File: src/prm_params.svh
`ifndef PRM_PARAMS_SVH
`define PRM_PARAMS_SVH
// ****************************************************************
// Register offsets (byte addresses, one 32-bit word each).
// ****************************************************************
`define PRM_OFS_CTRL     8'h00
`define PRM_OFS_INCFG    8'h04
`define PRM_OFS_PRESC    8'h08
`define PRM_OFS_MUX      8'h0C
`define PRM_OFS_VALID_QUALIFY_TIME  8'h10
`define PRM_OFS_FBM_LO   8'h14
`define PRM_OFS_FBM_HI   8'h18
`define PRM_OFS_FB_REM   8'h1C
`define PRM_OFS_FB_DEN   8'h20
`define PRM_OFS_FB_BP    8'h24
`define PRM_OFS_VCO_DIV  8'h28
`define PRM_OFS_STATUS   8'h2C
`define PRM_OFS_LATCH    8'h30
// ****************************************************************
// Field positions.
// ****************************************************************
`define PRM_CTL_PLL_EN   0
`define PRM_CTL_ROSC_DIS 1
`define PRM_CTL_XHALVE   2
`define PRM_CTL_DBL      3
`define PRM_CTL_PIN_SW   4
`define PRM_CTL_MON_SW   5
`define PRM_CTL_PIN_SEL  6
`define PRM_ST_SEL       8
`define PRM_ST_LOCK      12
`define PRM_ST_BOOT      13
// ****************************************************************
// Reset values and timing.
// ****************************************************************
`define PRM_RST_VCO_DIV  8'h06
`define PRM_RST_FB_DEN   32'h0000_0001
`define PRM_RST_FB_BP    6'h09
`define PRM_MISS_NORM    4'h4
`define PRM_MISS_DBL     4'h8
`define PRM_CLK_PERIOD_NS 25
`define PRM_QUAL_UNIT_NS 1000
`define PRM_QUAL_UNIT_CYC (`PRM_QUAL_UNIT_NS / `PRM_CLK_PERIOD_NS)
`endif

File: src/prm_pkg.sv
package prm_pkg;
  // Reference mux source codes.
  typedef enum logic [2:0] {
    PRM_SRC_REF1 = 3'h0,
    PRM_SRC_REF2 = 3'h1,
    PRM_SRC_REF3 = 3'h2,
    PRM_SRC_XPIN = 3'h3,
    PRM_SRC_XDRV = 3'h4
  } prm_src_t;
  // Monitor states, one-hot.
  typedef enum logic [2:0] {
    PRM_MON_BAD  = 3'b001,
    PRM_MON_QUAL = 3'b010,
    PRM_MON_OK   = 3'b100
  } prm_mon_t;
  // Input front-end settings handed to the analog receivers.
  typedef struct packed {
    logic [2:0] enable;
    logic [2:0] invert;
    logic [5:0] prescale;
    logic       xtal_halve;
    logic       doubler;
  } prm_in_cfg_t;
  // Feedback and output divider settings for the analog core.
  typedef struct packed {
    logic [41:0] fb_main;
    logic [31:0] fb_rem;
    logic [31:0] fb_den;
    logic [5:0]  fb_bp;
    logic [7:0]  vco_div;
  } prm_fb_cfg_t;
endpackage

File: src/prm_ref_ctrl.sv
// The implementer's own choices: the placing of the registers and the plain strobed port.
`timescale 1ns/100ps
`include "prm_params.svh"
//
// Contract
// Boot runs on ring oscillator; software may stop it after boot completes.
// Register port works with or without the ring oscillator.
// Each reference input is usable only while its enable bit is set.
// Reference prescale by 1,2,4,8; crystal pin halving by 1 or 2.
// Software picks dividers for a common detector rate 9.72 to 156.25 MHz.
// Invert bit flips an input's polarity before use.
// About four idle feedback cycles (eight doubled) clear input valid.
// Valid is set only after a clean run of the qualify interval.
// Status gives real-time valid and latched change bits per input.
// Mux selects any reference, crystal pin or crystal driver source.
// With both switch enables off the mux follows the primary select.
// Pin switching: pin low selects primary, high selects alternate.
// Monitor switching: primary while primary valid, else alternate.
// Selected source is reported in real time.
// Analog core runs only while the enable bit is one.
// Feedback ratio is main plus remainder over denominator, scaled.
// Main divider is 42 bits, 9 integer bits, binary point programmable.
// Software should use 24 fractional bits, never fewer than 12.
// Software keeps input rate times ratio within oscillator range.
// Integer output divider setting, typical value six.
// Software toggles enable 0 to 1 after changing feedback fields.
// Lock status is reported in real time.
// Doubler doubles the PLL input and raises the missing-edge threshold.
// Latched status stays set until software clears it.
module prm_ref_ctrl
  import prm_pkg::*;
#(
  parameter int QBITS = 10
)(
  input  wire logic        CLK,
  input  wire logic        NRST,
  input  wire logic [7:0]  ADDR,
  input  wire logic [31:0] WDATA,
  input  wire logic        WR,
  input  wire logic        RD,
  output logic      [31:0] RDATA,
  input  wire logic [2:0]  REF_CLK,
  input  wire logic        XTAL_CLK,
  input  wire logic [3:0]  GPIO,
  input  wire logic        PLL_LOCK,
  input  wire logic        BOOT_DONE,
  output logic             RING_OSC_EN,
  output logic             PLL_EN,
  output prm_src_t         REF_SEL,
  output prm_in_cfg_t      IN_CFG,
  output prm_fb_cfg_t      FB_CFG
);
  // ****************************************************************
  // Input synchronisers.
  // ****************************************************************
  logic [9:0] s1_r, s2_r, s3_r, flt_r;
  logic [9:0] raw;
  assign raw = {BOOT_DONE, PLL_LOCK, GPIO, XTAL_CLK, REF_CLK};
  // A level is accepted only once the second and third stages agree.
  always_ff @(posedge CLK or negedge NRST)
  begin
    if (!NRST)
    begin
      s1_r  <= 10'h000;
      s2_r  <= 10'h000;
      s3_r  <= 10'h000;
      flt_r <= 10'h000;
    end
    else
    begin
      s1_r  <= raw;
      s2_r  <= s1_r;
      s3_r  <= s2_r;
      flt_r <= (flt_r & ~(s2_r ~^ s3_r)) | (s2_r & (s2_r ~^ s3_r));
    end
  end
  logic boot_done, lock_s;
  assign boot_done = flt_r[9];
  assign lock_s    = flt_r[8];

  // ****************************************************************
  // Control registers.
  // ****************************************************************
  logic        pll_en_r, rosc_dis_r, pin_sw_r, mon_sw_r;
  logic [1:0]  pin_sel_r;
  prm_src_t    prim_r, alt_r;
  logic [15:0] valid_qualify_time_r;
  logic [3:0]  mck_r;
  logic [3:0]  clr;
  assign clr = (WR && ADDR == `PRM_OFS_LATCH) ? WDATA[3:0] : 4'h0;
  // Register writes; the feedback fields only take effect in the core
  // after software re-enables it, so no shadowing is done here.
  always_ff @(posedge CLK or negedge NRST)
  begin
    if (!NRST)
    begin
      pll_en_r   <= 1'b0;
      rosc_dis_r <= 1'b0;
      pin_sw_r   <= 1'b0;
      mon_sw_r   <= 1'b0;
      pin_sel_r  <= 2'h0;
      prim_r     <= PRM_SRC_REF1;
      alt_r      <= PRM_SRC_REF1;
      valid_qualify_time_r  <= 16'h0000;
      mck_r      <= 4'h0;
      IN_CFG     <= '0;
      FB_CFG     <= '{fb_main: 42'h0, fb_rem: 32'h0, fb_den: `PRM_RST_FB_DEN,
                      fb_bp: `PRM_RST_FB_BP, vco_div: `PRM_RST_VCO_DIV};
    end
    else if (WR)
    begin
      unique case (ADDR)
        `PRM_OFS_CTRL:
        begin
          pll_en_r   <= WDATA[`PRM_CTL_PLL_EN];
          // The oscillator may only be stopped once boot is complete.
          rosc_dis_r <= WDATA[`PRM_CTL_ROSC_DIS] & boot_done;
          IN_CFG.xtal_halve <= WDATA[`PRM_CTL_XHALVE];
          IN_CFG.doubler    <= WDATA[`PRM_CTL_DBL];
          pin_sw_r   <= WDATA[`PRM_CTL_PIN_SW];
          mon_sw_r   <= WDATA[`PRM_CTL_MON_SW];
          pin_sel_r  <= WDATA[`PRM_CTL_PIN_SEL +: 2];
        end
        `PRM_OFS_INCFG:
        begin
          IN_CFG.enable <= WDATA[2:0];
          IN_CFG.invert <= WDATA[6:4];
          mck_r         <= WDATA[11:8];
        end
        `PRM_OFS_PRESC:   IN_CFG.prescale <= WDATA[5:0];
        `PRM_OFS_MUX:
        begin
          prim_r <= prm_src_t'(WDATA[2:0]);
          alt_r  <= prm_src_t'(WDATA[6:4]);
        end
        `PRM_OFS_VALID_QUALIFY_TIME: valid_qualify_time_r <= WDATA[15:0];
        `PRM_OFS_FBM_LO:  FB_CFG.fb_main[31:0]  <= WDATA;
        `PRM_OFS_FBM_HI:  FB_CFG.fb_main[41:32] <= WDATA[9:0];
        `PRM_OFS_FB_REM:  FB_CFG.fb_rem <= WDATA;
        `PRM_OFS_FB_DEN:  FB_CFG.fb_den <= WDATA;
        `PRM_OFS_FB_BP:   FB_CFG.fb_bp  <= WDATA[5:0];
        `PRM_OFS_VCO_DIV: FB_CFG.vco_div <= WDATA[7:0];
        default: ;
      endcase
    end
  end

  // ****************************************************************
  // Activity monitors, three references plus the crystal pin.
  // ****************************************************************
  logic div2_r;
  always_ff @(posedge CLK or negedge NRST)
  begin
    if (!NRST)
      div2_r <= 1'b0;
    else
      div2_r <= ~div2_r;
  end
  logic [3:0] valid, valid_d_r, latch_r;
  logic [3:0] thr;
  assign thr = IN_CFG.doubler ? `PRM_MISS_DBL : `PRM_MISS_NORM;
  genvar gi;
  generate
    for (gi = 0; gi < 4; gi++)
    begin : g_mon
      prm_mon_t         st_r;
      logic [3:0]       miss_r;
      logic [QBITS-1:0] qual_r, qlim;
      logic             prev_r, lvl, en, edge_s, tick, tmo;
      // The crystal pin has no invert or enable bit; the modulo keeps its unused index legal.
      assign en   = (gi == 3) ? 1'b1 : IN_CFG.enable[gi % 3];
      assign lvl  = flt_r[gi] ^ ((gi == 3) ? 1'b0 : IN_CFG.invert[gi % 3]);
      assign edge_s = en & lvl & ~prev_r;
      // Select bit picks the full-rate or half-rate feedback tick.
      assign tick = mck_r[gi] ? div2_r : 1'b1;
      assign tmo  = !en || (miss_r >= thr);
      assign qlim = QBITS'(({6'h00, valid_qualify_time_r[gi*4 +: 4]} + 10'h001)
                           * `PRM_QUAL_UNIT_CYC);
      assign valid[gi] = (st_r == PRM_MON_OK);
      always_ff @(posedge CLK or negedge NRST)
      begin
        if (!NRST)
        begin
          prev_r <= 1'b0;
          miss_r <= 4'h0;
        end
        else
        begin
          prev_r <= lvl;
          if (edge_s)
            miss_r <= 4'h0;
          else if (tick && miss_r < thr)
            miss_r <= miss_r + 4'h1;
        end
      end
      // Qualification restarts on every timeout, so only a clean run counts.
      always_ff @(posedge CLK or negedge NRST)
      begin
        if (!NRST)
        begin
          st_r   <= PRM_MON_BAD;
          qual_r <= '0;
        end
        else
        begin
          unique case (st_r)
            PRM_MON_BAD:
              if (edge_s)
              begin
                st_r   <= PRM_MON_QUAL;
                qual_r <= '0;
              end
            PRM_MON_QUAL:
              if (tmo)
                st_r <= PRM_MON_BAD;
              else if (qual_r >= qlim)
                st_r <= PRM_MON_OK;
              else
                qual_r <= qual_r + QBITS'(1);
            PRM_MON_OK:
              if (tmo)
                st_r <= PRM_MON_BAD;
          endcase
        end
      end
      property p_mon_miss;
        @(posedge CLK) disable iff (!NRST)
        (miss_r >= thr) && !edge_s |=> !valid[gi];
      endproperty
      a_mon_miss: assert property (p_mon_miss) else $error("valid after timeout");
      property p_mon_qual;
        @(posedge CLK) disable iff (!NRST)
        $rose(valid[gi]) |-> $past(st_r) == PRM_MON_QUAL && $past(qual_r) >= $past(qlim);
      endproperty
      a_mon_qual: assert property (p_mon_qual) else $error("valid without qualify");
      property p_mon_en;
        @(posedge CLK) disable iff (!NRST)
        !en |=> !valid[gi];
      endproperty
      a_mon_en: assert property (p_mon_en) else $error("disabled input valid");
    end
  endgenerate

  // Latched change bits; a change in the clearing cycle keeps the bit set.
  always_ff @(posedge CLK or negedge NRST)
  begin
    if (!NRST)
    begin
      valid_d_r <= 4'h0;
      latch_r   <= 4'h0;
    end
    else
    begin
      valid_d_r <= valid;
      latch_r   <= (latch_r & ~clr) | (valid ^ valid_d_r);
    end
  end

  // ****************************************************************
  // Reference selection and outputs.
  // ****************************************************************
  logic     pin_lvl, prim_ok;
  prm_src_t sel_nxt;
  logic [1:0] pmon;
  assign pin_lvl = flt_r[4 + pin_sel_r];
  // Both crystal sources share the crystal pin monitor.
  assign pmon    = (prim_r >= PRM_SRC_XPIN) ? 2'h3 : prim_r[1:0];
  assign prim_ok = valid[pmon];
  always_comb
  begin
    if (pin_sw_r)
      sel_nxt = pin_lvl ? alt_r : prim_r;
    else if (mon_sw_r)
      sel_nxt = prim_ok ? prim_r : alt_r;
    else
      sel_nxt = prim_r;
  end
  always_ff @(posedge CLK or negedge NRST)
  begin
    if (!NRST)
    begin
      REF_SEL     <= PRM_SRC_REF1;
      PLL_EN      <= 1'b0;
      RING_OSC_EN <= 1'b1;
    end
    else
    begin
      REF_SEL     <= sel_nxt;
      PLL_EN      <= pll_en_r;
      RING_OSC_EN <= ~rosc_dis_r;
    end
  end

  // ****************************************************************
  // Register read port; data stand one cycle after the strobe.
  // ****************************************************************
  // Plain synchronous port, independent of the ring oscillator.
  always_ff @(posedge CLK or negedge NRST)
  begin
    if (!NRST)
      RDATA <= 32'h0000_0000;
    else if (RD)
    begin
      unique case (ADDR)
        `PRM_OFS_CTRL:    RDATA <= {24'h0, pin_sel_r, mon_sw_r, pin_sw_r,
                                    IN_CFG.doubler, IN_CFG.xtal_halve,
                                    rosc_dis_r, pll_en_r};
        `PRM_OFS_INCFG:   RDATA <= {20'h0, mck_r, 1'b0, IN_CFG.invert,
                                    1'b0, IN_CFG.enable};
        `PRM_OFS_PRESC:   RDATA <= {26'h0, IN_CFG.prescale};
        `PRM_OFS_MUX:     RDATA <= {25'h0, alt_r, 1'b0, prim_r};
        `PRM_OFS_VALID_QUALIFY_TIME: RDATA <= {16'h0, valid_qualify_time_r};
        `PRM_OFS_FBM_LO:  RDATA <= FB_CFG.fb_main[31:0];
        `PRM_OFS_FBM_HI:  RDATA <= {22'h0, FB_CFG.fb_main[41:32]};
        `PRM_OFS_FB_REM:  RDATA <= FB_CFG.fb_rem;
        `PRM_OFS_FB_DEN:  RDATA <= FB_CFG.fb_den;
        `PRM_OFS_FB_BP:   RDATA <= {26'h0, FB_CFG.fb_bp};
        `PRM_OFS_VCO_DIV: RDATA <= {24'h0, FB_CFG.vco_div};
        `PRM_OFS_STATUS:  RDATA <= {18'h0, boot_done, lock_s, 1'b0, REF_SEL,
                                    4'h0, valid};
        `PRM_OFS_LATCH:   RDATA <= {28'h0, latch_r};
        default:          RDATA <= 32'h0000_0000;
      endcase
    end
  end

  // ****************************************************************
  // Assertions and covers.
  // ****************************************************************
  property p_rosc;
    @(posedge CLK) disable iff (!NRST)
    $fell(RING_OSC_EN) |-> $past(boot_done, 2);
  endproperty
  a_rosc: assert property (p_rosc) else $error("oscillator stopped before boot");
  property p_stat_rd;
    @(posedge CLK) disable iff (!NRST)
    RD && ADDR == `PRM_OFS_STATUS |=> RDATA[3:0] == $past(valid);
  endproperty
  a_stat_rd: assert property (p_stat_rd) else $error("status read mismatch");
  property p_latch;
    @(posedge CLK) disable iff (!NRST)
    (valid != valid_d_r) |=> (~latch_r & ($past(valid) ^ $past(valid_d_r))) == 4'h0;
  endproperty
  a_latch: assert property (p_latch) else $error("change not latched");
  property p_manual;
    @(posedge CLK) disable iff (!NRST)
    !pin_sw_r && !mon_sw_r |=> REF_SEL == $past(prim_r);
  endproperty
  a_manual: assert property (p_manual) else $error("manual select wrong");
  property p_pin;
    @(posedge CLK) disable iff (!NRST)
    pin_sw_r |=> REF_SEL == ($past(pin_lvl) ? $past(alt_r) : $past(prim_r));
  endproperty
  a_pin: assert property (p_pin) else $error("pin select wrong");
  property p_monsw;
    @(posedge CLK) disable iff (!NRST)
    !pin_sw_r && mon_sw_r && !prim_ok |=> REF_SEL == $past(alt_r);
  endproperty
  a_monsw: assert property (p_monsw) else $error("monitor switch wrong");
  property p_pll_en;
    @(posedge CLK) disable iff (!NRST)
    WR && ADDR == `PRM_OFS_CTRL |=> ##1 PLL_EN == $past(WDATA[0], 2);
  endproperty
  a_pll_en: assert property (p_pll_en) else $error("enable not applied");
  c_valid:  cover property (@(posedge CLK) disable iff (!NRST) $rose(valid[0]));
  c_failov: cover property (@(posedge CLK) disable iff (!NRST)
                            mon_sw_r && !prim_ok && REF_SEL == alt_r && alt_r != prim_r);
  c_pinsw:  cover property (@(posedge CLK) disable iff (!NRST) pin_sw_r && pin_lvl);
  c_relock: cover property (@(posedge CLK) disable iff (!NRST) $rose(PLL_EN));
endmodule // prm_ref_ctrl

File: config.mk
export PLATFORM = sky130hd
export DESIGN_NAME = prm_ref_ctrl
export DESIGN_NICKNAME = d
export VERILOG_FILES = /design/src/prm_pkg.sv /design/src/prm_ref_ctrl.sv
export VERILOG_INCLUDE_DIRS = /design/src
export SDC_FILE = /design/constraint.sdc
export NUM_CORES = 1
export LEC_CHECK = 0
export BUFFER_PORTS_ARGS = -buffer_cell sky130_fd_sc_hd__buf_4
export CELL_PAD_IN_SITES_DETAIL_PLACEMENT = 2
export CELL_PAD_IN_SITES_GLOBAL_PLACEMENT = 2
export CORE_UTILIZATION = 30
export CTS_BUF_LIST = sky130_fd_sc_hd__clkbuf_8
export DETAILED_ROUTE_END_ITERATION = 8
export PLACE_DENSITY = 0.76
export SLEW_MARGIN = 20
export SYNTH_ARGS = -nofsm -noshare
export SYNTH_HDL_FRONTEND = slang
export SYNTH_SLANG_ARGS = --single-unit
File: constraint.sdc
create_clock -name CLK -period 4.93 [get_ports CLK]
set_clock_uncertainty 0.2 [all_clocks]
set_input_delay 0.493 -clock CLK [delete_from_list [all_inputs] [get_ports CLK]]
set_output_delay 0.493 -clock CLK [all_outputs]
set_load 0.01 [all_outputs]
After elaboration in Yosys (flattened, before gate mapping)
Index checks and enable logic that the tools add are counted.

storage, ports and cells
  bits in registers = 324
  logic and storage cells = 248
  output and inout bits = 171

operators by class
  multiply operators = 4
  reduce and logical (&&, ||, !) cells = 39
  magnitude comparators = 15
  eq/ne operators = 44
  bitwise operators = 26
  muxes and demuxes = 60
  add/sub/neg operators = 13

operator list
  kind                                                                count
  32-bit case mux with 13 select lines                                1
  10-bit 2-to-1 mux                                                   12
  10-bit case mux with 2 select lines                                 4
  3-bit 2-to-1 mux                                                    20
  10-bit by 1-bit adder with 10-bit output, second input constant     4
  8-bit by 6-bit == test with 1-bit output, second input constant     5
  10-bit >= comparator                                                4
  4-bit 2-to-1 mux                                                    10
  3-bit case mux with 3 select lines                                  4
  8-bit by 5-bit == test with 1-bit output, second input constant     4
  5-bit by 3-bit multiplier with 7-bit output, second input constant  4
  2-bit != test, second input constant                                12
  2-bit AND reduction                                                 11
  4-bit by 1-bit adder with 5-bit output, second input constant       4
  10-bit AND                                                          2
  4-bit by 1-bit adder with 4-bit output, second input constant       4
  8-bit by 4-bit == test with 1-bit output, second input constant     2
  4-bit >= comparator                                                 4
  4-bit less-than comparator                                          4
  4-bit AND reduction                                                 4
  2-bit nonzero test                                                  8
  3-bit by 1-bit == test with 1-bit output, second input constant     4
  3-bit by 2-bit == test with 1-bit output, second input constant     4
  3-bit == test, second input constant                                4
  26 further kinds                                                    62

Depth between registers and ports, before layout
  depth in word-level cells = 7
  depth in mapped cells = 14
  gate-level depth less buffers = 13

Least setup slack after synthesis
Ideal clock, no wire load.

  path type = register to register
  start point = register valid_qualify_time_r[12]
  end point = register g_mon[3].qual_r[9]
  arrival = 3.639 ns
  setup slack = 0.966 ns
  setup time = 0.125 ns
  data required time = 4.605 ns
  stages on the path, launching flop included = 14
  path through = dfrtp_1 > ha_1 > and3_1 > ha_1 > ha_1 > a21o_1 > a21oi_1 > xor2_1 > ha_1 > or4b_1 > a221o_1 > a22o_1 > or3_1 > mux2_4

between the ends
  word-level cells in the longest chain between the ends = 5

ends and longest elaborated chain
  element                                                line                 text
  start, declared                                        prm_ref_ctrl.sv:87   logic [15:0] valid_qualify_time_r;
  start signal, assigned                                 prm_ref_ctrl.sv:136  `PRM_OFS_VALID_QUALIFY_TIME: valid_qualify_time_r <= WDATA[15:0];
  4-bit by 1-bit adder with 5-bit output                 prm_ref_ctrl.sv:177  assign qlim = QBITS'(({6'h00, valid_qualify_time_r[gi*4 +: 4]} + 10'h001)
  5-bit by 3-bit multiplier with 7-bit output (no line)  --
  10-bit >= comparator                                   prm_ref_ctrl.sv:216  else if (qual_r >= qlim)
  2-bit != test (no line)                                --
  4-bit AND reduction (no line)                          --
  end signal, assigned                                   prm_ref_ctrl.sv:219  qual_r <= qual_r + QBITS'(1);
  end, declared                                          prm_ref_ctrl.sv:168  logic [QBITS-1:0] qual_r, qlim;

Every way passes these cells.
A chain may end at the register's enable or synchronous reset.

Final worst setup path
  start point = register valid_qualify_time_r[12]
  end point = register g_mon[3].qual_r[7]

The elaborated chain is that of the path after synthesis.

==> impl_metrics.tcl <==
set metrics [dict create \
    status "complete, no violations" \
    cts.path.max_buffers 3 \
    synth_xor_area_frac 0.02268 \
    crit_type "register to register" \
    worstSkewPairLatency_ns 0.67 \
    slew_headroom 0.2989 \
    fp.dieW_um 231.7 \
    drtAntennaViolNets 0 \
    synth_cell_types 79 \
    area_growth_pct 26.07 \
    slew_viol_final 0 \
    grt_pass1_wl_um 91150 \
    timing.hold.ws_ns 0.04892 \
    dp_hpwl_um 41540 \
    syn-num-nets 1442 \
    io_pins 225 \
    setup_tns_ns 0 \
    start_util 0.3061 \
    viasPerCell 5.412 \
    synth-edff-count 0 \
    cts_root_buffer "clkbuf_8" \
    setup_violations 0 \
    dieHeight_um 231.7 \
    drive_gt1_frac 0.3265 \
    leakage_uw 0.009775 \
    wl_per_cell_um 25.57 \
    cts_setup_buffers 0 \
    grt_overflow_total 0 \
    numClockSinks 324 \
    fill_cells 5398 \
    nets 1736 \
    cp.required_ns 5.29 \
    synth.most_common_cell "dfrtp_1" \
    netlist_area_um2 15830 \
    grt_max_degree 88 \
    synth_top_family_by_area "multiplexers" \
    place.gp.congestion 0.8381 \
    async_flop_share 1.000 \
    rr_endpoint "g_mon[3].qual_r[7]" \
    die_area_um2 53690 \
    finalHoldViolations 0 \
    first_global_vias 14340 \
    firstDrtPassIters 5 \
    drt-met1-wl_um 24920 \
    hp-class "input port to register" \
    cts_buffers 57 \
    fin_crit_sh 0.8883 \
    num_rows 83 \
    arrival_ns 4.74 \
    rsz0062_at_grt "false" \
    portBuffers 224 \
    dp_cells 2184 \
    wl_met3_um 3620 \
    synth.area.mux_share 0.1487 \
    postLayoutSetupSlackWorst_ns 0.5508 \
    fmax_mhz 228.4 \
    dr_total_vias 12620 \
    synth_top_area_cell "dfrtp_1" \
    end_kind "register" \
    track_usage 0.2246 \
    start_kind "register" \
    synth_area_leaders "dfrtp_1 (50%), mux2_2 (12%), ha_1 (5.8%)" \
    dr.first_iter.drc_count 554 \
    syn_avg_cell_area_um2 12.08 \
    core_area_um2 51720 \
    min-delay-start "WDATA[0]" \
    ys_top_cells_by_count "dfrtp_1 (314), mux2_2 (175), ha_1 (73), nand2_1 (62), inv_1 (60)" \
    ir_drop_mv 0.2647 \
    netlist_instances 1311 \
    antenna_found_initial 0 \
    synth-seq-cells 324 \
    cts.clk_slew.worst_paths_ns 0.07 \
    reg2reg_from "valid_qualify_time_r[12]" \
    yosys.area_share.simple 0.1076 \
    wl_met2_um 29460 \
    worstHoldEndpoint "latch_r[0]" \
    synth_compound_area_frac 0.1103 \
    place_ws_ns 0.5594 \
    htree_levels 2 \
    reg2reg_depth 13 \
    yosysWarnings 0 \
    drc_errors 0 \
    post-route-min-period_ns 4.379 \
    finalNonFillerCells 2332 \
    synthAdderAreaFrac 0.06907 \
    worst_pin_slew_ns 1.049 \
    min_path_cells 4 \
    synth_flop_cell "dfrtp_1" \
    cts_tree "built" \
    cap_violations 0 \
    worstPathMaxFanout 7 \
    synth_top_area_frac 0.4963 \
    top_layer_used "met4" \
    routed_wl_um 59640 \
    cts-resized-gates 0 \
    rrSetupSlack_ns 0.55 \
    total_power_uw 7205 \
    yosysSeqAreaShare 0.5129 \
    power-per-cell-area_nw_per_um2 361.0 \
]
metrics by stage:
step | utilization | cell area, um^2
2_1_floorplan | - | 15830
3_3_place_gp | 0.3548 | 18350
3_5_place_dp | 0.3549 | 18350
4_1_cts | 0.3859 | 19960
5_1_grt | 0.3859 | 19960
6_report | 0.3859 | 19960
cell families after synthesis:
| logic type | count (synthesis) |
|---|---|
| AO/OA/AOI/OAI | 229 |
| flip-flops | 324 |
| buffers and inverters | 114 |
| multiplexers | 209 |
| adder cells (fa/ha/maj) | 87 |
| AND/OR/NAND/NOR | 307 |
| XOR/XNOR | 41 |
report_power, final:
part,leakage [uW],total (uW),internal [uW],switching [uW]
combinational,0.00479,1410,594,819
sequential,0.00428,3170,2900,264
clock,0.000698,2620,1390,1230
total,0.00978,7210,4890,2310
worst max-delay path: stages, from the launching register on:
cell and delay (ns):
dfrtp_1 0.43, ha_1 0.24, and3_1 0.22, ha_1 0.34, ha_1 0.32, a21o_1 0.19, a21oi_1 0.17, xor2_1 0.10
ha_1 0.18, or4b_1 0.48, a221o_1 0.35, a22oi_1 0.56, nand4_1 0.17, mux2_2 0.32
cells in the final DEF (no fill, tap or decap), drive strengths merged, types with 17 or more instances in the layout:
master / n
o21ai: 19
inv: 84
a222oi: 20
nand2: 64
and3: 28
clkbuf: 70
dlygate4sd3: 42
mux2: 177
xor2: 17
mux2i: 29
buf: 246
o2bb2ai: 26
a22oi: 26
ha: 73
dfrtp: 314
a21oi: 35
nor2b: 17
nand3: 36
nor2: 53
xnor2: 24
worst max-delay path by stage:
stage | start | end | slack (ns)
detailed placement | valid_qualify_time_r[12] | g_mon[3].qual_r[7] | 0.56
CTS | valid_qualify_time_r[12] | g_mon[3].qual_r[7] | 0.52
global route | valid_qualify_time_r[12] | g_mon[3].qual_r[7] | 0.32
global placement | valid_qualify_time_r[12] | g_mon[3].qual_r[7] | 0.75
floorplan | valid_qualify_time_r[12] | g_mon[3].qual_r[9] | 0.97
finish | valid_qualify_time_r[12] | g_mon[3].qual_r[7] | 0.55
metal layers:
layer,up-vias,GRT usage
met2,353,0.3810
met4,0,0.07710
met1,6710,0.2801
met3,102,0.04998
met5,-,0
li1,5455,-
state kept, by name (all words and copies together), names as in the netlist, 4 cells and up, named ones only:
name / cells
IN_CFG: 14
mck_r: 4
s3_r: 10
valid_d_r: 4
RDATA: 32
valid_qualify_time_r: 16
g_mon.prev_r: 4
FB_CFG: 120
g_mon.miss_r: 16
latch_r: 4
s2_r: 10
g_mon.st_r: 12
g_mon.qual_r: 40
s1_r: 10
final cells by class:
cell class	count	area, um^2	share of cell area
Tap cell	680	850.8	0.04263
Multi-Input combinational cell	873	7274	0.3645
Inverter	61	229.0	0.01147
Timing Repair Buffer	288	2300	0.1152
Antenna cell	1	2.502	0.0001254
Sequential cell	324	8120	0.4068
Clock buffer	70	963.4	0.04827
Clock inverter	35	219.0	0.01097
repair_timing:
item | CTS | global route
endpoints found under the hold margin | 223 | 0
hold buffers | 42 | 0
setup endpoints to repair | 0 | 0
Note: power is estimated with default switching activity, not from simulation.
